<file path="src/aoc_defines.vh">
// Register map, field positions, reset values and timing of the audio output controls
`ifndef AOC_DEFINES_VH
`define AOC_DEFINES_VH
`define AOC_OFS_OUT_EN 16'h0D08
`define AOC_OFS_MUTE 16'h0D0A
`define AOC_OFS_SHORT 16'h0D0B
`define AOC_OFS_PUMP 16'h0D0C
`define AOC_OFS_ENV_THR 16'h0D0D
`define AOC_OFS_ENV_DEC 16'h0D0E
`define AOC_OFS_PWM_RT 16'h0D0F
`define AOC_OFS_V1P 16'h0D10
`define AOC_OFS_V1N 16'h0D11
`define AOC_OFS_V2P 16'h0D12
`define AOC_OFS_V2N 16'h0D13
`define AOC_OFS_STATUS 16'h0D20
`define AOC_OFS_GAIN 16'h0D21
`define AOC_RST_ZERO 8'h00
`define AOC_RST_MUTE 8'h77
`define AOC_RST_PWM 8'h32
`define AOC_OE_EAR 6
`define AOC_OE_HSL 5
`define AOC_OE_HSR 4
`define AOC_OE_HFL 3
`define AOC_OE_HFR 2
`define AOC_OE_VIB1 1
`define AOC_OE_VIB2 0
`define AOC_SC_AUTO_OFF 7
`define AOC_SC_EAR_DIS 6
`define AOC_SC_HS_DIS 5
`define AOC_SC_PULLDN 4
`define AOC_SC_OSC 2
`define AOC_SC_FADE_OFF 1
`define AOC_SC_ZC_OFF 0
`define AOC_PC_PUMP_EN 7
`define AOC_PC_LO_L_SRC 5
`define AOC_PC_LO_R_SRC 4
`define AOC_PC_LO_L_ON 3
`define AOC_PC_LO_R_ON 2
`define AOC_PC_AUTO 0
`define AOC_TH_HI_LSB 4
`define AOC_ED_SUPPLY 5
`define AOC_ED_ENV_ON 4
`define AOC_PR_SRC1 7
`define AOC_PR_SRC2 6
`define AOC_PR_DIFF1 5
`define AOC_PR_DIFF2 4
`define AOC_PR_1N 3
`define AOC_PR_1P 2
`define AOC_PR_2N 1
`define AOC_PR_2P 0
`define AOC_PW_LEVEL 7
`define AOC_ST_SHORT_EAR 1
`define AOC_ST_SHORT_HS 2
`define AOC_CLK_MHZ 250
`define AOC_DECAY_BASE_NS 26600
`define AOC_FADE_STEP_US 2000
`define AOC_ZC_TIMEOUT_US 100
`define AOC_DRV_OFF_NS 1000
`define AOC_PWM_PERIOD 7'd100
`define AOC_DUTY_FULL 7'd100
`define AOC_THR_BASE_MV 10'd25
`define AOC_THR_STEP_MV 10'd50
`endif

</file>
<file path="src/aoc_hs_seq.v">
// Headset driver and negative charge pump start-up and shutdown sequencer
`timescale 1ns/100ps
`include "aoc_defines.vh"
module aoc_hs_seq #(
    parameter OFF_CYC = `AOC_DRV_OFF_NS * `AOC_CLK_MHZ / 1000
) (
    input wire clock_i,
    input wire nrst_i,
    input wire auto_i,
    input wire pump_en_i,
    input wire hs_l_en_i,
    input wire hs_r_en_i,
    input wire pump_valid_i,
    input wire trip_i,
    output reg pump_on_o,
    output reg drv_l_o,
    output reg drv_r_o
);
    localparam S_OFF = 2'd0;
    localparam S_RAMP = 2'd1;
    localparam S_ON = 2'd2;
    localparam S_DOWN = 2'd3;
    localparam integer OFF_LAST_I = OFF_CYC - 1;
    localparam [15:0] OFF_LAST = OFF_LAST_I[15:0];
    reg [1:0] state_q;
    reg [15:0] cnt_q;
    always @(posedge clock_i) begin
        if (!nrst_i) begin
            state_q <= S_OFF;
            cnt_q <= 16'h0000;
            pump_on_o <= 1'b0;
            drv_l_o <= 1'b0;
            drv_r_o <= 1'b0;
        end else if (!auto_i) begin
            state_q <= S_OFF;
            cnt_q <= 16'h0000;
            pump_on_o <= pump_en_i;
            drv_l_o <= hs_l_en_i & ~trip_i;
            drv_r_o <= hs_r_en_i & ~trip_i;
        end else begin
            case (state_q)
                S_OFF: begin
                    drv_l_o <= 1'b0;
                    drv_r_o <= 1'b0;
                    if (pump_en_i) begin
                        pump_on_o <= 1'b1;
                        state_q <= S_RAMP;
                    end
                end
                S_RAMP: begin
                    if (!pump_en_i) begin
                        cnt_q <= 16'h0000;
                        state_q <= S_DOWN;
                    end else if (pump_valid_i) begin
                        state_q <= S_ON;
                    end
                end
                S_ON: begin
                    if (!pump_en_i) begin
                        drv_l_o <= 1'b0;
                        drv_r_o <= 1'b0;
                        cnt_q <= 16'h0000;
                        state_q <= S_DOWN;
                    end else begin
                        drv_l_o <= hs_l_en_i & ~trip_i;
                        drv_r_o <= hs_r_en_i & ~trip_i;
                    end
                end
                S_DOWN: begin
                    drv_l_o <= 1'b0;
                    drv_r_o <= 1'b0;
                    cnt_q <= cnt_q + 16'h0001;
                    if (cnt_q >= OFF_LAST) begin
                        pump_on_o <= 1'b0;
                        state_q <= S_OFF;
                    end
                end
                default: begin
                    state_q <= S_OFF;
                end
            endcase
        end
    end
endmodule

</file>
<file path="src/aoc_output_ctrl.v">
// Audio output stage control registers, headset gain, envelope and vibrator PWM
`timescale 1ns/100ps
`include "aoc_defines.vh"
module aoc_output_ctrl #(
    parameter FADE_CYC = `AOC_FADE_STEP_US * `AOC_CLK_MHZ,
    parameter ZC_CYC = `AOC_ZC_TIMEOUT_US * `AOC_CLK_MHZ,
    parameter DECAY_CYC = `AOC_DECAY_BASE_NS * `AOC_CLK_MHZ / 1000
) (
    input wire clock_i,
    input wire nrst_i,
    input wire [15:0] reg_addr_i,
    input wire [7:0] reg_wdata_i,
    input wire reg_wr_i,
    input wire reg_rd_i,
    output reg [7:0] reg_rdata_o,
    input wire pump_output_valid_i,
    input wire ear_short_i,
    input wire hs_short_i,
    input wire zero_cross_i,
    input wire [3:0] hs_gain_target_i,
    input wire [9:0] dac_mag_i,
    output reg [5:0] silence_o,
    output reg ear_short_detect_on_o,
    output reg hs_short_detect_on_o,
    output reg headset_pulldown_select_o,
    output reg headset_local_osc_select_o,
    output reg [3:0] hs_gain_o,
    output reg left_lineout_src_sel_o,
    output reg right_lineout_src_sel_o,
    output reg left_lineout_on_o,
    output reg right_lineout_on_o,
    output reg ear_drv_on_o,
    output reg left_handsfree_drv_on_o,
    output reg right_handsfree_drv_on_o,
    output reg vib_one_drv_on_o,
    output reg vib_two_drv_on_o,
    output wire neg_pump_on_o,
    output wire left_headset_drv_on_o,
    output wire right_headset_drv_on_o,
    output reg pump_low_voltage_o,
    output reg pump_supply_select_o,
    output reg vib_one_pwm_source_o,
    output reg vib_two_pwm_source_o,
    output wire [3:0] vib_pwm_o
);
    reg [7:0] out_en_q;
    reg [7:0] mute_q;
    reg [7:0] short_q;
    reg [7:0] pump_q;
    reg [7:0] env_thr_q;
    reg [7:0] env_dec_q;
    reg [7:0] pwm_rt_q;
    reg [7:0] pwm_q [0:3];
    reg [2:0] sync1_q;
    reg [2:0] sync2_q;
    reg trip_ear_q;
    reg trip_hs_q;
    wire valid_s;
    wire ear_short_s;
    wire hs_short_s;
    wire wr_stat;
    wire ear_evt;
    wire hs_evt;
    integer i;

    // Two-stage synchronisers for the analog status pins
    always @(posedge clock_i) begin
        if (!nrst_i) begin
            sync1_q <= 3'b000;
            sync2_q <= 3'b000;
        end else begin
            sync1_q <= {hs_short_i, ear_short_i, pump_output_valid_i};
            sync2_q <= sync1_q;
        end
    end
    assign valid_s = sync2_q[0];
    assign ear_short_s = sync2_q[1];
    assign hs_short_s = sync2_q[2];

    // Register writes
    always @(posedge clock_i) begin
        if (!nrst_i) begin
            out_en_q <= `AOC_RST_ZERO;
            mute_q <= `AOC_RST_MUTE;
            short_q <= `AOC_RST_ZERO;
            pump_q <= `AOC_RST_ZERO;
            env_thr_q <= `AOC_RST_ZERO;
            env_dec_q <= `AOC_RST_ZERO;
            pwm_rt_q <= `AOC_RST_ZERO;
            for (i = 0; i < 4; i = i + 1) begin
                pwm_q[i] <= `AOC_RST_PWM;
            end
        end else if (reg_wr_i) begin
            case (reg_addr_i)
                `AOC_OFS_OUT_EN: out_en_q <= reg_wdata_i;
                `AOC_OFS_MUTE: mute_q <= reg_wdata_i & 8'h77;
                `AOC_OFS_SHORT: short_q <= reg_wdata_i & 8'hF7;
                `AOC_OFS_PUMP: pump_q <= reg_wdata_i & 8'hBD;
                `AOC_OFS_ENV_THR: env_thr_q <= reg_wdata_i;
                `AOC_OFS_ENV_DEC: env_dec_q <= reg_wdata_i & 8'h3F;
                `AOC_OFS_PWM_RT: pwm_rt_q <= reg_wdata_i;
                `AOC_OFS_V1P: pwm_q[0] <= reg_wdata_i;
                `AOC_OFS_V1N: pwm_q[1] <= reg_wdata_i;
                `AOC_OFS_V2P: pwm_q[2] <= reg_wdata_i;
                `AOC_OFS_V2N: pwm_q[3] <= reg_wdata_i;
                default: begin
                end
            endcase
        end
    end

    // Short trips latch until software writes one to the status bit; a short still present in that cycle keeps the trip set
    assign wr_stat = reg_wr_i && (reg_addr_i == `AOC_OFS_STATUS);
    assign ear_evt = ear_short_s & ~short_q[`AOC_SC_EAR_DIS];
    assign hs_evt = hs_short_s & ~short_q[`AOC_SC_HS_DIS];
    always @(posedge clock_i) begin
        if (!nrst_i) begin
            trip_ear_q <= 1'b0;
            trip_hs_q <= 1'b0;
        end else begin
            if (ear_evt && short_q[`AOC_SC_AUTO_OFF]) begin
                trip_ear_q <= 1'b1;
            end else if (wr_stat && reg_wdata_i[`AOC_ST_SHORT_EAR]) begin
                trip_ear_q <= 1'b0;
            end
            if (hs_evt && short_q[`AOC_SC_AUTO_OFF]) begin
                trip_hs_q <= 1'b1;
            end else if (wr_stat && reg_wdata_i[`AOC_ST_SHORT_HS]) begin
                trip_hs_q <= 1'b0;
            end
        end
    end

    // Headset driver and pump sequencing
    aoc_hs_seq u_seq (
        .clock_i(clock_i),
        .nrst_i(nrst_i),
        .auto_i(pump_q[`AOC_PC_AUTO]),
        .pump_en_i(pump_q[`AOC_PC_PUMP_EN]),
        .hs_l_en_i(out_en_q[`AOC_OE_HSL]),
        .hs_r_en_i(out_en_q[`AOC_OE_HSR]),
        .pump_valid_i(valid_s),
        .trip_i(trip_hs_q),
        .pump_on_o(neg_pump_on_o),
        .drv_l_o(left_headset_drv_on_o),
        .drv_r_o(right_headset_drv_on_o)
    );

    // Static control outputs
    always @(posedge clock_i) begin
        if (!nrst_i) begin
            silence_o <= 6'h3F;
            ear_short_detect_on_o <= 1'b0;
            hs_short_detect_on_o <= 1'b0;
            headset_pulldown_select_o <= 1'b0;
            headset_local_osc_select_o <= 1'b0;
            left_lineout_src_sel_o <= 1'b0;
            right_lineout_src_sel_o <= 1'b0;
            left_lineout_on_o <= 1'b0;
            right_lineout_on_o <= 1'b0;
            ear_drv_on_o <= 1'b0;
            left_handsfree_drv_on_o <= 1'b0;
            right_handsfree_drv_on_o <= 1'b0;
            vib_one_drv_on_o <= 1'b0;
            vib_two_drv_on_o <= 1'b0;
            vib_one_pwm_source_o <= 1'b0;
            vib_two_pwm_source_o <= 1'b0;
        end else begin
            silence_o <= {mute_q[6:4], mute_q[2:0]};
            ear_short_detect_on_o <= ~short_q[`AOC_SC_EAR_DIS];
            hs_short_detect_on_o <= ~short_q[`AOC_SC_HS_DIS];
            headset_pulldown_select_o <= short_q[`AOC_SC_PULLDN];
            headset_local_osc_select_o <= short_q[`AOC_SC_OSC];
            left_lineout_src_sel_o <= pump_q[`AOC_PC_LO_L_SRC];
            right_lineout_src_sel_o <= pump_q[`AOC_PC_LO_R_SRC];
            left_lineout_on_o <= pump_q[`AOC_PC_LO_L_ON] & ~out_en_q[`AOC_OE_HFL];
            right_lineout_on_o <= pump_q[`AOC_PC_LO_R_ON] & ~out_en_q[`AOC_OE_HFR];
            ear_drv_on_o <= out_en_q[`AOC_OE_EAR] & ~trip_ear_q;
            left_handsfree_drv_on_o <= out_en_q[`AOC_OE_HFL];
            right_handsfree_drv_on_o <= out_en_q[`AOC_OE_HFR];
            vib_one_drv_on_o <= out_en_q[`AOC_OE_VIB1];
            vib_two_drv_on_o <= out_en_q[`AOC_OE_VIB2];
            vib_one_pwm_source_o <= pwm_rt_q[`AOC_PR_SRC1];
            vib_two_pwm_source_o <= pwm_rt_q[`AOC_PR_SRC2];
        end
    end

    // Headset gain fading and zero-cross gating
    reg [31:0] fade_cnt_q;
    reg [31:0] zc_cnt_q;
    reg ready_q;
    wire pend;
    wire fade_off;
    wire apply;
    assign pend = (hs_gain_o != hs_gain_target_i);
    assign fade_off = short_q[`AOC_SC_FADE_OFF];
    assign apply = ready_q && pend && (short_q[`AOC_SC_ZC_OFF] || zero_cross_i
                   || (zc_cnt_q >= ZC_CYC - 1));
    always @(posedge clock_i) begin
        if (!nrst_i) begin
            hs_gain_o <= 4'h0;
            fade_cnt_q <= 32'h00000000;
            zc_cnt_q <= 32'h00000000;
            ready_q <= 1'b0;
        end else if (!pend) begin
            fade_cnt_q <= 32'h00000000;
            zc_cnt_q <= 32'h00000000;
            ready_q <= 1'b0;
        end else if (apply) begin
            ready_q <= 1'b0;
            fade_cnt_q <= 32'h00000000;
            zc_cnt_q <= 32'h00000000;
            if (fade_off) begin
                hs_gain_o <= hs_gain_target_i;
            end else if (hs_gain_o < hs_gain_target_i) begin
                hs_gain_o <= hs_gain_o + 4'h1;
            end else begin
                hs_gain_o <= hs_gain_o - 4'h1;
            end
        end else if (ready_q) begin
            zc_cnt_q <= zc_cnt_q + 32'h00000001;
        end else if (fade_off || fade_cnt_q >= FADE_CYC - 1) begin
            ready_q <= 1'b1;
        end else begin
            fade_cnt_q <= fade_cnt_q + 32'h00000001;
        end
    end

    // Envelope detector on the digital DAC path magnitude
    function [9:0] thr_mv;
        input [3:0] code;
        begin
            if (code == 4'h0) begin
                thr_mv = `AOC_THR_BASE_MV;
            end else begin
                thr_mv = `AOC_THR_STEP_MV * {6'h00, code};
            end
        end
    endfunction
    reg [9:0] env_q;
    reg [27:0] dec_cnt_q;
    wire [31:0] dec_lim_w;
    wire env_on;
    assign dec_lim_w = DECAY_CYC << env_dec_q[3:0];
    assign env_on = env_dec_q[`AOC_ED_ENV_ON];
    always @(posedge clock_i) begin
        if (!nrst_i) begin
            env_q <= 10'h000;
            dec_cnt_q <= 28'h0000000;
            pump_low_voltage_o <= 1'b0;
            pump_supply_select_o <= 1'b0;
        end else begin
            if (!env_on) begin
                env_q <= 10'h000;
                dec_cnt_q <= 28'h0000000;
            end else if ({4'h0, dec_cnt_q} >= dec_lim_w - 32'h00000001) begin
                env_q <= dac_mag_i;
                dec_cnt_q <= 28'h0000000;
            end else begin
                dec_cnt_q <= dec_cnt_q + 28'h0000001;
                if (dac_mag_i > env_q) begin
                    env_q <= dac_mag_i;
                end
            end
            pump_low_voltage_o <= env_on
                && (env_q < thr_mv(env_thr_q[7:`AOC_TH_HI_LSB]));
            if (env_on) begin
                pump_supply_select_o <= (env_q >= thr_mv(env_thr_q[3:0]));
            end else begin
                pump_supply_select_o <= env_dec_q[`AOC_ED_SUPPLY];
            end
        end
    end

    // Two PWM period counters, restarted when their vibrator takes the generator
    reg [6:0] cnt_q [0:1];
    wire [1:0] run;
    wire [1:0] wrap;
    wire [3:0] use_duty;
    wire [3:0] ch_level;
    wire [27:0] ch_duty;
    assign run = {pwm_rt_q[`AOC_PR_SRC2], pwm_rt_q[`AOC_PR_SRC1]};
    assign use_duty[0] = pwm_rt_q[`AOC_PR_DIFF1] | pwm_rt_q[`AOC_PR_1P];
    assign use_duty[1] = pwm_rt_q[`AOC_PR_DIFF1] | pwm_rt_q[`AOC_PR_1N];
    assign use_duty[2] = pwm_rt_q[`AOC_PR_DIFF2] | pwm_rt_q[`AOC_PR_2P];
    assign use_duty[3] = pwm_rt_q[`AOC_PR_DIFF2] | pwm_rt_q[`AOC_PR_2N];
    assign ch_level = {pwm_q[3][`AOC_PW_LEVEL], pwm_q[2][`AOC_PW_LEVEL],
                       pwm_q[1][`AOC_PW_LEVEL], pwm_q[0][`AOC_PW_LEVEL]};
    assign ch_duty[6:0] = pwm_q[0][6:0];
    assign ch_duty[13:7] = pwm_q[1][6:0];
    // Differential second generator drives both outputs from the negative duty
    assign ch_duty[20:14] = pwm_rt_q[`AOC_PR_DIFF2] ? pwm_q[3][6:0] : pwm_q[2][6:0];
    assign ch_duty[27:21] = pwm_q[3][6:0];

    genvar g;
    generate
        for (g = 0; g < 2; g = g + 1) begin : gen_cnt
            assign wrap[g] = (cnt_q[g] == `AOC_PWM_PERIOD - 7'd1);
            always @(posedge clock_i) begin
                if (!nrst_i || !run[g]) begin
                    cnt_q[g] <= 7'h00;
                end else if (wrap[g]) begin
                    cnt_q[g] <= 7'h00;
                end else begin
                    cnt_q[g] <= cnt_q[g] + 7'h01;
                end
            end
        end
        for (g = 0; g < 4; g = g + 1) begin : gen_ch
            aoc_pwm_ch u_ch (
                .clock_i(clock_i),
                .nrst_i(nrst_i),
                .run_i(run[g / 2]),
                .wrap_i(wrap[g / 2]),
                .cnt_i(cnt_q[g / 2]),
                .use_duty_i(use_duty[g]),
                .level_i(ch_level[g]),
                .duty_i(ch_duty[g * 7 +: 7]),
                .out_o(vib_pwm_o[g])
            );
        end
    endgenerate

    // Read data, one cycle after the read strobe; unmapped reads give zero
    always @(posedge clock_i) begin
        if (!nrst_i) begin
            reg_rdata_o <= 8'h00;
        end else if (reg_rd_i) begin
            case (reg_addr_i)
                `AOC_OFS_OUT_EN: reg_rdata_o <= out_en_q;
                `AOC_OFS_MUTE: reg_rdata_o <= mute_q;
                `AOC_OFS_SHORT: reg_rdata_o <= short_q;
                `AOC_OFS_PUMP: reg_rdata_o <= pump_q;
                `AOC_OFS_ENV_THR: reg_rdata_o <= env_thr_q;
                `AOC_OFS_ENV_DEC: reg_rdata_o <= env_dec_q;
                `AOC_OFS_PWM_RT: reg_rdata_o <= pwm_rt_q;
                `AOC_OFS_V1P: reg_rdata_o <= pwm_q[0];
                `AOC_OFS_V1N: reg_rdata_o <= pwm_q[1];
                `AOC_OFS_V2P: reg_rdata_o <= pwm_q[2];
                `AOC_OFS_V2N: reg_rdata_o <= pwm_q[3];
                `AOC_OFS_STATUS: reg_rdata_o <= {2'b00, right_headset_drv_on_o,
                    left_headset_drv_on_o, neg_pump_on_o, trip_hs_q, trip_ear_q, valid_s};
                `AOC_OFS_GAIN: reg_rdata_o <= {hs_gain_target_i, hs_gain_o};
                default: reg_rdata_o <= 8'h00;
            endcase
        end else begin
            reg_rdata_o <= 8'h00;
        end
    end
endmodule

</file>
<file path="src/aoc_pwm_ch.v">
// One PWM output channel with period-aligned update of its settings
`timescale 1ns/100ps
`include "aoc_defines.vh"
module aoc_pwm_ch (
    input wire clock_i,
    input wire nrst_i,
    input wire run_i,
    input wire wrap_i,
    input wire [6:0] cnt_i,
    input wire use_duty_i,
    input wire level_i,
    input wire [6:0] duty_i,
    output reg out_o
);
    reg use_q;
    reg level_q;
    reg [6:0] duty_q;
    wire hi;
    // Codes of 100 and above keep the output high all period
    assign hi = (duty_q >= `AOC_DUTY_FULL) || (cnt_i < duty_q);
    always @(posedge clock_i) begin
        if (!nrst_i) begin
            use_q <= 1'b0;
            level_q <= 1'b0;
            duty_q <= 7'h00;
            out_o <= 1'b0;
        end else begin
            if (!run_i || wrap_i) begin
                use_q <= use_duty_i;
                level_q <= level_i;
                duty_q <= duty_i;
            end
            if (!run_i) begin
                out_o <= 1'b0;
            end else if (use_q) begin
                out_o <= hi;
            end else begin
                out_o <= level_q;
            end
        end
    end
endmodule

</file>
<file path="config.mk">
export PLATFORM = sky130hd
export DESIGN_NAME = aoc_output_ctrl
export DESIGN_NICKNAME = d
export VERILOG_FILES = /design/src/aoc_hs_seq.v /design/src/aoc_output_ctrl.v /design/src/aoc_pwm_ch.v
export VERILOG_INCLUDE_DIRS = /design/src
export SDC_FILE = /design/constraint.sdc
export NUM_CORES = 1
export LEC_CHECK = 0
export BUFFER_PORTS_ARGS = -buffer_cell sky130_fd_sc_hd__clkbuf_2
export CAP_MARGIN = 5
export CELL_PAD_IN_SITES_DETAIL_PLACEMENT = 1
export CELL_PAD_IN_SITES_GLOBAL_PLACEMENT = 1
export CORE_ASPECT_RATIO = 0.5
export CORE_MARGIN = 5
export CORE_UTILIZATION = 50
export CTS_CLUSTER_DIAMETER = 60
export CTS_CLUSTER_SIZE = 16
export DETAILED_ROUTE_END_ITERATION = 6
export PLACE_DENSITY_LB_ADDON = 0.1
export SLEW_MARGIN = 20
export SYNTH_ARGS = -nofsm -noshare
export SYNTH_HDL_FRONTEND = slang
export SYNTH_SLANG_ARGS = --single-unit
export TNS_END_PERCENT = 1
</file>
<file path="constraint.sdc">
create_clock -name clock_i -period 6.9 [get_ports clock_i]
set_input_delay 0 -clock clock_i [delete_from_list [all_inputs] [get_ports clock_i]]
set_output_delay 0 -clock clock_i [all_outputs]
set_load 0.01 [all_outputs]
</file>
Yosys cells after proc, flatten, opt, wreduce, memory -nomap -nowiden
Memory sizes are Yosys's and may differ from the RTL's.
Index checks and enable logic that the tools add are counted.
{"block": "classes", "n_addsub": 9, "eq_ne": 28, "reduce_logical": 50, "div_mod_pow": 0, "bitwise": 30, "order_cmp": 16, "n_mux": 81, "n_shift": 1, "multipliers": 2}
{"operator": "$eq 16x12->1 const B", "count": 13}
{"operator": "$pmux 8 s13", "count": 1}
{"operator": "$mux 10", "count": 7}
{"operator": "$add 32x1->32 const B", "count": 2}
{"operator": "$mux 1", "count": 51}
{"operator": "$mux 7", "count": 5}
{"operator": "$ge 28x32->1", "count": 1}
{"operator": "$ge 32x15->1 const B", "count": 1}
{"operator": "$ge 32x19->1 const B", "count": 1}
{"operator": "$mux 8", "count": 4}
{"operator": "$pmux 16 s2", "count": 1}
{"operator": "$shl 13x4->32 const A", "count": 1}
{"operator": "$sub 32x1->32 const B", "count": 1}
{"operator": "$reduce_and 2->1", "count": 15}
{"operator": "$add 28x1->28 const B", "count": 1}
{"operator": "$ge 7x7->1 const B", "count": 4}
{"operator": "$lt 7x7->1", "count": 4}
{"operator": "$mul 5x4->9 const A", "count": 2}
{"operator": "$add 16x1->16 const B", "count": 1}
{"operator": "$ge 16x8->1 const B", "count": 1}
{"operator": "$mux 16", "count": 1}
{"operator": "$add 7x1->7 const B", "count": 2}
{"operator": "$eq 7x7->1 const B", "count": 2}
{"operator": "$or 1x1->1", "count": 12}
{"operator": "30 further kinds", "count": 83}
{"block": "word_totals", "n_memories": 2, "mem_bits_ro": 0, "input_bits": 46, "latchBits": 0, "out_inout_bits": 42, "elab_cells": 276, "regBits": 256, "ramBits": 46}
{"memory": "pwm_q", "depth": 4, "word_bits": 8, "rd": 4, "rd_clocked_by_memory_dff": 0, "wr": 4, "line": "aoc_output_ctrl.v:53", "source": "reg [7:0] pwm_q [0:3];"}
{"memory": "cnt_q", "depth": 2, "word_bits": 7, "rd": 2, "rd_clocked_by_memory_dff": 0, "wr": 2, "line": "aoc_output_ctrl.v:276", "source": "reg [6:0] cnt_q [0:1];"}

Longest topological paths before layout
Gate-level depths: netlist of the first run.
An unclocked memory read counts as a cell.
{"block": "logic_depth", "ltp_word": 7, "mapped_depth": 19, "ltp_nobuf": 15}

By module
A second synthesis of the first run with hierarchy kept.
{"block": "hier_totals", "cells_unflattened": 1846, "hier_area_um2": 16329.4}
{"mod": "aoc_output_ctrl", "cells_per_inst": 1458, "seq_area_each_um2": 5285.1, "n_inst": 1, "area_per_inst_um2": 13010.0}
{"mod": "aoc_pwm_ch", "cells_per_inst": 64, "seq_area_each_um2": 200.2, "n_inst": 4, "area_per_inst_um2": 535.5}
{"mod": "aoc_hs_seq", "cells_per_inst": 132, "seq_area_each_um2": 420.4, "n_inst": 1, "area_per_inst_um2": 1177.4}

Worst setup path before layout of the first run
No wires, ideal clock.
{"block": "synth_path", "kind": "reg2reg", "start": "register env_dec_q[1]", "end": "register dec_cnt_q[21]", "setup_ps": 65, "required_time_ps": 6835, "path_buffers": 4, "synth_period_minus_slack_ps": 3583, "stages_incl_launch_ff": 20, "setup_slack_ps": 3317, "arrival_time_ps": 3518, "cell_sequence": "dfxtp_1 > inv_1 > ha_1 > clkbuf_1 > nand2_1 > ha_1 > clkbuf_1 > nand2_1 > xnor2_1 > mux2i_1 > o21ai_0 > ha_1 > o21ai_1 > a21oi_1 > a2111oi_2 > a31oi_1 > or3_1 > buf_2 > buf_2 > nor2_1"}
{"block": "synth_between", "elab_chain_cells": 4}
{"element": "from (decl)", "line": "aoc_output_ctrl.v:51", "source": "reg [7:0] env_dec_q;"}
{"element": "from (signal assigned)", "line": "aoc_output_ctrl.v:88", "source": "env_dec_q <= `AOC_RST_ZERO;"}
{"element": "from (signal assigned)", "line": "aoc_output_ctrl.v:100", "source": "`AOC_OFS_ENV_DEC: env_dec_q <= reg_wdata_i & 8'h3F;"}
{"element": "$shl 13x4->32", "line": "aoc_output_ctrl.v:244", "source": "assign dec_lim_w = DECAY_CYC << env_dec_q[3:0];"}
{"element": "$sub 32x1->32", "line": "aoc_output_ctrl.v:256", "source": "end else if ({4'h0, dec_cnt_q} >= dec_lim_w - 32'h00000001) begin"}
{"element": "$ge 28x32->1", "line": "aoc_output_ctrl.v:256"}
{"element": "$reduce_or 3->1 (no line)"}
{"element": "to (signal assigned)", "line": "aoc_output_ctrl.v:260", "source": "dec_cnt_q <= dec_cnt_q + 28'h0000001;"}
{"element": "to (decl)", "line": "aoc_output_ctrl.v:241", "source": "reg [27:0] dec_cnt_q;"}
Every way passes these cells.
A chain may end at the register's enable or synchronous reset.

Worst setup path in the final report of the first run
{"block": "layout_path", "start": "register env_dec_q[3]", "end": "register dec_cnt_q[27]"}
The elaborated chain is that of the path after synthesis.

==> results by group, run 1 <==
Finish
  – Register cell area after layout: approximately 6500 µm²
  – Layout area overhead: 10.56%
  – Multi-input gate area: 8748 µm²
  – Share of cells above drive strength 1: 8.849%
  – Nets: 2042
  – Final non-filler cell total: approximately 2.3k
  – # fillers: ~3.7k

Route
  – Final WL: roughly 47 mm
  – Drt via density: between 5 and 6
  – Remaining DRCs: 0
  – Iter 0 DRT Violations: a little over 1k
  – Drt pass-1 iters: 5
  – Routed vias: between 10k and 15k
  – Routed WL per cell: 20.27 µm
  – Routed Antenna Nets: 0

Pwr
  – Total power: approximately 3.3 mW
  – Combinational Power Share: 4.9%
  – Clock power frac: around two fifths
  – Switching Fraction: roughly a quarter
  – Leakage Power: 6.656 nW
  – Power Internal: roughly 2.5 mW
  – Peak VDD IR: about 0.15 mV
  – Register share of total power: 56.3%
  – Psw: roughly 0.77 mW
  – Pwr/cell area: 186.3 nW/µm²

Die
  – Row count: 46
  – Initial Util: between 50% and 60%
  – Die W: about 260 µm
  – Die height: around 140 µm
  – DIE AREA: ~36000 µm²
  – Core ar.: 31430 µm²
  – I/O pins: between 80 and 90

STA
  – RSZ-0062 raised after global routing: no
  – Max-slew violations: 0
  – Clk_skew: 26.08 ps
  – Worst hold slack: a little over 80 ps
  – Worst slew margin: approximately 25%
  – Final min period: about 5000 ps
  – Setup_tns: 0 ps
  – Final setup vio count: 0
  – Fin. Hold Viols: 0
  – Worst-Margin Slew: around 1100 ps
  – Final period util: 72.43%
  – Fmax: about 0.20 GHz

Synth
  – Post-synth EDFFs: 46
  – Asr flop ratio synth: 0%
  – Avg Synthesized Cell Area: 8.895 µm²
  – Post-synthesis cell area: ~16000 µm²
  – Synth Flop Type: dfxtp_1
  – Main area contributors after synthesis: dfxtp_1 (32%), ha_1 (10%), edfxtp_1 (8.7%)
  – Synth Register Bits: between 300 and 400
  – Synth top area share: between 30% and 40%
  – Gate Count Post-Synth: around 1.8k
  – Synthesis Warnings: 0
  – Sequential fraction of the synthesis area: 41.12%
  – Unique masters post-synth: a little over 80
  – Synth area leader: dfxtp_1

Global routing
  – Vias in the first global route: about 14k
  – Largest net degree at the start of global routing: 70
  – Global-route wire length before repair: around 75 mm
  – Total track usage: 25.99%
  – Grt ovf: 0
  – Initial antenna violation count: 2

Clocking
  – Cts bufs inserted: 23
  – Clk Latency, worst-skew pair: roughly 550 ps
  – Htree depth: 1
  – Cts repair resizes: 0
  – CTS clock-pin slew for the worst setup and hold paths: 70 ps
  – CTS tree: yes
  – Postcts setup bufs: 0
  – Clock tree root buffer cell: clkbuf_16
  – Clock Sinks: 302
  – Clk buf depth: 3
  – Hold_buf cts: 27

Setup path
  – Slowest stage delay, CP: just over 900 ps
  – CP Launch Type: register
  – Nature of the critical path endpoint: register
  – Most used cell, CP: o21ai_0
  – Crit Path Class: register to register
  – Worst Path Max Fanout: 28
  – Critical Path RT: between 7000 and 8000 ps
  – CP top delay family: simple AND/OR/NAND/NOR gates
  – Slowest CP cell: dfxtp_1
  – Crit path buf inv count: 0
  – CP cell instances: nor2_1, nand2_1, ha_1, nand2_1, or2_2, a21oi_1, o21ai_0, o21ai_0, ha_1, a21boi_0, o21ai_0, a31oi_1, or3_1, nor2_1
  – Crit path arrival time: approximately 5400 ps

Placed design
  – DP HPWL: 34.10 mm
  – Cells after DPL: approximately 2.2k
  – Port Buf Inserts: just under 90
  – Routability cong.: ~0.93

Run
  – Max Cap Viol: 0

Status
  – Status: complete, no violations

Worst hold path
  – Min-delay worst type: primary input to register
==> cell usage after synthesis, types with 5 or more instances <==
master	number
dfxtp_1	256
nand2_1	229
nor2_1	168
a21oi_1	138
ha_1	128
inv_1	80
nand3_1	72
and2_1	65
xor2_1	55
xnor2_1	48
clkbuf_1	46
edfxtp_1	46
nand4_1	41
o21ai_0	37
nand2b_1	36
and3_1	33
mux2i_1	23
a21o_1	20
a211oi_1	18
nor4_1	16
nor3_1	15
a22oi_1	13
buf_2	12
o31ai_1	12
o21a_1	10
a222oi_1	9
and4_1	9
a22o_1	8
a31oi_1	8
buf_4	7
a221oi_1	6
buf_1	5
mux2_2	5
nand3b_1	5
nor4_2	5
nor4_4	5
o211ai_1	5
o21bai_1	5
or2_2	5
or3_1	5
==> power by group through the flow <==
stage	clock [mW]	sequential, mW	combinational (mW)
6_report	1.26	1.83	0.161
5_1_grt	1.35	1.84	0.177
4_1_cts	1.28	1.83	0.158
3_5_place_dp	0	1.87	0.143
3_3_place_gp	0	1.87	0.136
2_1_floorplan	0	1.86	0.0899
==> registers in the layout (all words and copies together), names as in the netlist, 7 cells and up <==
name	count
fade_cnt_q	32
pwm_q	32
zc_cnt_q	32
dec_cnt_q	28
gen_ch.u_ch.duty_q	28
u_seq.cnt_q	16
cnt_q	14
env_q	10
env_thr_q	8
out_en_q	8
pwm_rt_q	8
reg_rdata_o	8
short_q	7
==> metrics by stage <==
step | cell area [µm²] | util, % | setup slack (ps)
after floorplan | 15870 | - | 3317
after global placement | 16580 | 52.75 | 2283
after detailed placement | 16580 | 52.75 | 1981
after CTS | 17490 | 55.65 | 1927
after global routing | 17490 | 55.65 | 1509
final | 17490 | 55.67 | 1902
==> metal layers <==
layer  wire length (µm)  share of wire [%]  vias to the layer above  track usage, %
met5                  0                  0                        -               0
met4               1402                3.0                        0           7.609
met3               2045                4.4                      100           3.930
met2              22800                 49                      286           45.65
met1              20590                 44                     6656           33.41
li1                   -                  -                     6391               -
==> cell families (layout without fill, tap and decap cells) <==
| family | count (synthesis) | in the layout | synth area share, % |
|---|---|---|---|
| and+or+nand+nor | 731 | 731 | 23.18 |
| xor gates and xnor gates | 103 | 103 | 5.701 |
| buffers and inverters | 153 | 237 | 3.938 |
| muxes | 29 | 29 | 1.953 |
| adders and majority gates | 131 | 131 | 10.50 |
| DFF | 302 | 302 | 41.12 |
| AOI/OAI and AO/OA | 329 | 329 | 13.58 |
| other | 1 | 17 | 0.02370 |
==> cell usage in the layout, fill, tap and decap left out, types with 23 or more instances in the layout <==
master and n:
and2_1 65, clkbuf_16 23, nand3_1 72, xor2_1 55, mux2i_1 23, dfxtp_1 256
dlygate4sd3_1 27, edfxtp_1 46, nor2_1 168, inv_1 80, and3_1 33, clkbuf_2 87
a21oi_1 138, nand4_1 41, nand2_1 229, ha_1 128, o21ai_0 37, xnor2_1 48
nand2b_1 36
==> final timing paths <==
check               start  depth (start not counted)             to  slack (ps)
max          env_dec_q[3]                         14  dec_cnt_q[27]        1900
min          zero_cross_i                          5   hs_gain_o[2]          80
max reg2reg  env_dec_q[3]                         14  dec_cnt_q[27]        1900
min reg2reg    sync1_q[0]                          1     sync2_q[0]         440
==> worst reg2reg max path: cells and delay by family (launching register included) <==
| family | cells | cell delay (ps) |
|---|---|---|
| compound gates | 6 | 1660 |
| fa+ha+maj | 2 | 480 |
| flops | 1 | 920 |
| simple gates | 6 | 1820 |
==> layout make-up <==
cell class	count	area share, %
tap	432	3.090
clock inverter	5	0.2003
antenna	3	0.04291
timing repair buffer	119	4.248
multi-input combinational	1337	50.01
sequential	302	37.19
inverter	82	1.759
clock buffer	31	3.462
No activity file was read; power rests on OpenSTA's default activity.
==> run 2: changes to the inputs <==
--- a/config.mk
+++ b/config.mk
@@ -6,13 +6,14 @@
 export SDC_FILE = /design/constraint.sdc
 export NUM_CORES = 1
 export LEC_CHECK = 0
+export ABC_AREA = 1
 export BUFFER_PORTS_ARGS = -buffer_cell sky130_fd_sc_hd__clkbuf_2
 export CAP_MARGIN = 5
 export CELL_PAD_IN_SITES_DETAIL_PLACEMENT = 1
 export CELL_PAD_IN_SITES_GLOBAL_PLACEMENT = 1
 export CORE_ASPECT_RATIO = 0.5
 export CORE_MARGIN = 5
-export CORE_UTILIZATION = 50
+export CORE_UTILIZATION = 41
 export CTS_CLUSTER_DIAMETER = 60
 export CTS_CLUSTER_SIZE = 16
 export DETAILED_ROUTE_END_ITERATION = 6
==> constraint.sdc (replaced) <==
create_clock -name clock_i -period 4.1 [get_ports clock_i]
set_input_delay 0 -clock clock_i [delete_from_list [all_inputs] [get_ports clock_i]]
set_output_delay 0 -clock clock_i [all_outputs]
set_load 0.01 [all_outputs]
==> run 2 against run 1 <==
Effect of this change:
- utilization fell by 9.9 points
- die area rose by 30%
- sequential cell count did not move
- critical path type unchanged
- wire length rose by 8.2%
- synthesized cell count rose by 31%
- setup slack got worse by 1500 ps
- largest power group unchanged
- count of clock-buffer cells in the layout rose by 5
==> results by group, run 2 <==
Placed design
  – DP HPWL: 39.19 mm
  – Routability cong.: 0.8619
  – Cells after DPL: between 2k and 3k
  – Port Buf Inserts: 87

Route
  – Iter 0 DRT Violations: around 710
  – Routed WL per cell: approximately 17 µm
  – Routed vias: roughly 15k
  – Routed Antenna Nets: 0
  – Final WL: a little over 50 mm
  – Drt via density: about 5.1
  – Remaining DRCs: 0
  – Drt pass-1 iters: 5

Setup path
  – Critical Path RT: 4580 ps
  – Slowest CP cell: dfxtp_1
  – R2R Setup Slk: approximately 420 ps
  – Worst Path Max Fanout: 19
  – CP cell instances: inv_1, ha_1, nand2_1, nor2_1, inv_1, ha_1, inv_1, nor2_1, nand4_1, xor2_1, ha_1, a21oi_1, o21ai_0, nor2_1, nand2_1, nand2_1, nand3_2, nand2_1, nand2_1, nor2_1
  – Most used cell, CP: nand2_1
  – Slowest stage delay, CP: ~400 ps
  – Nature of the critical path endpoint: register
  – Crit Path Class: register to register
  – CP Launch Type: register
  – Crit path arrival time: 4160 ps

Synth
  – Synth top cells by count: nand2_1 (456), nor2_1 (308), inv_1 (286), dfxtp_1 (256), a21oi_1 (171)
  – Unique masters post-synth: 53
  – Post-synth EDFFs: between 40 and 50
  – Mux share of post-synthesis cell area: 0%
  – Gate Count Post-Synth: between 2k and 2.5k
  – Top-count cell post-synth: nand2_1
  – Synth Flop Type: dfxtp_1
  – Post-synthesis cell area: approximately 17000 µm²
  – Synthesis Warnings: 0
  – Synth Area in XOR/XNOR: 3.012%
  – Asr flop ratio synth: 0%
  – Synth area leader: dfxtp_1
  – Sequential fraction of the synthesis area: 37.92%
  – Main area contributors after synthesis: dfxtp_1 (30%), nand2_1 (10%), ha_1 (9.3%)
  – Avg Synthesized Cell Area: between 7 and 8 µm²
  – Synth Register Bits: between 300 and 400
  – Compound-cell area share of the yosys netlist: around an eighth
  – Adder-cell area share of the yosys netlist: 9.684%
  – Synth Area in Simple Gates: between 20% and 30%
  – Synth top area share: roughly 30%
  – Largest family of logic cells by synthesized area: simple AND/OR/NAND/NOR gates

Pwr
  – Pwr/cell area: ~300 nW/µm²
  – Switching Fraction: between 20 and 25%
  – Peak VDD IR: 0.2509 mV
  – Combinational Power Share: approximately 5.3%
  – Total power: 5.756 mW
  – Clock power frac: roughly 40%
  – Leakage Power: just under 8 nW
  – Power Internal: between 4 and 5 mW
  – Register share of total power: between 50% and 60%
  – Psw: 1.427 mW

Clocking
  – Clock tree root buffer cell: clkbuf_16
  – Cts bufs inserted: 25
  – CTS tree: yes
  – Clk Latency, worst-skew pair: 550 ps
  – Clk buf depth: 3
  – Postcts setup bufs: 0
  – Clock Sinks: ~300
  – Hold_buf cts: 27
  – Htree depth: 1
  – CTS clock-pin slew for the worst setup and hold paths: about 80 ps
  – Cts repair resizes: 0

Global routing
  – Total track usage: 21.56%
  – Initial antenna violation count: 0
  – Global-route wire length before repair: just over 80 mm
  – Largest net degree at the start of global routing: 80
  – Vias in the first global route: between 15k and 20k
  – Grt ovf: 0

Finish
  – Share of cells above drive strength 1: ~9%
  – Nets: about 2.6k
  – Register cell area after layout: 6506 µm²
  – Most frequent cells in the layout: nand2_1 (455), nor2_1 (308), inv_1 (286)
  – Largest regs: fade_cnt_q x32, pwm_q x32, zc_cnt_q x32
  – # fillers: ~5.3k
  – Multi-input gate area: between 9000 and 10000 µm²
  – Final non-filler cell total: 2988
  – Most common cell after layout, fill and taps aside: nand2_1
  – ANT cells: 0
  – Layout area overhead: 11.04%

Worst hold path
  – Min-delay worst type: primary input to register

STA
  – Clk_skew: about 22 ps
  – Max-slew violations: 0
  – Final min period: about 3700 ps
  – Final period util: 89.69%
  – RSZ-0062 raised after global routing: no
  – Worst slew margin: between 20% and 30%
  – Worst-Margin Slew: 1047 ps
  – Fmax: 0.2719 GHz
  – Fin. Hold Viols: 0
  – Final setup vio count: 0
  – Setup_tns: 0 ps

Die
  – Core ar.: between 40000 and 50000 µm²
  – Die W: 299.3 µm
  – I/O pins: 88
  – Row count: 53
  – DIE AREA: about 46000 µm²
  – Die height: 154.7 µm
  – Initial Util: between 40 and 50%

Status
  – Status: complete, no violations

Run
  – Max Cap Viol: 0
run 2: changes by cell type after synthesis, moves of 25 or more:
| cell | previous run | this run |
|---|---|---|
| o21ai_0 | 37 | 139 |
| nand2_1 | 229 | 456 |
| and2_1 | 65 | 1 |
| and3_1 | 33 | 1 |
| a21oi_1 | 138 | 171 |
| xnor2_1 | 48 | 23 |
| nor2_1 | 168 | 308 |
| nor3_1 | 15 | 50 |
| nand2b_1 | 36 | 0 |
| inv_1 | 80 | 286 |
| nand3_1 | 72 | 128 |
run 2: per-layer routing:
metal	wire length (µm)	share of wire [%]	GRT usage (%)
met1	25030	49	29.91
met2	23450	46	37.10
met3	1421	2.8	2.511
met4	756	1.5	3.330
met5	0	0	0
run 2: per-stage QoR:
stage          util, %  hold WS [ps]  setup WS [ps]  cell area, µm²
2_1_floorplan        -         97.63           1215           17210
3_3_place_gp     43.32         191.4          620.5           18040
3_5_place_dp     43.32         194.9          470.2           18040
4_1_cts          45.75         55.46          456.3           19050
5_1_grt          45.75         68.54          54.80           19050
6_report         45.75         73.54          422.8           19050
run 2: cells by family (layout without fill, tap and decap cells):
logic type | count (synthesis) | in the layout
and+or+nand+nor | 1100 | 1100
buffers and inverters | 363 | 462
AOI/OAI and AO/OA | 370 | 370
DFF | 302 | 302
xor gates and xnor gates | 59 | 59
adders and majority gates | 131 | 131
other | 1 | 14
run 2: power groups by stage:
stage,Sequential (mW),Clock (mW),Combinational (mW)
3_5_place_dp,3.15,0,0.284
6_report,3.08,2.37,0.307
2_1_floorplan,3.13,0,0.178
4_1_cts,3.08,2.45,0.308
5_1_grt,3.09,2.55,0.345
3_3_place_gp,3.15,0,0.278
run 2: final timing paths:
| check | startpoint | endpoint | cells past startpoint |
|---|---|---|---|
| worst max-delay path | env_dec_q[1] | env_q[7] | 20 |
| worst min-delay path | reg_addr_i[0] | pwm_q[3][5] | 6 |
| worst min register to register | short_q[5] | hs_short_detect_on_o | 1 |
| worst max register to register | env_dec_q[1] | env_q[7] | 20 |
run 2: worst max-delay path, delay by kind of cell, from the launching register on:
| kind | cells | cell delay (ps) |
|---|---|---|
| and+or+nand+nor | 11 | 1670 |
| adders and majority gates | 3 | 780 |
| DFF | 1 | 410 |
| buffers and inverters | 3 | 330 |
| AOI/OAI and AO/OA | 2 | 250 |
| xor gates and xnor gates | 1 | 170 |
run 2: cell type report:
class	count	share of cell area, %
Multi-Input combinational cell	1674	48.32
Sequential cell	302	34.15
Inverter	301	5.943
Timing Repair Buffer	120	4.085
Tap cell	550	3.612
Clock buffer	36	3.605
Clock inverter	5	0.2824
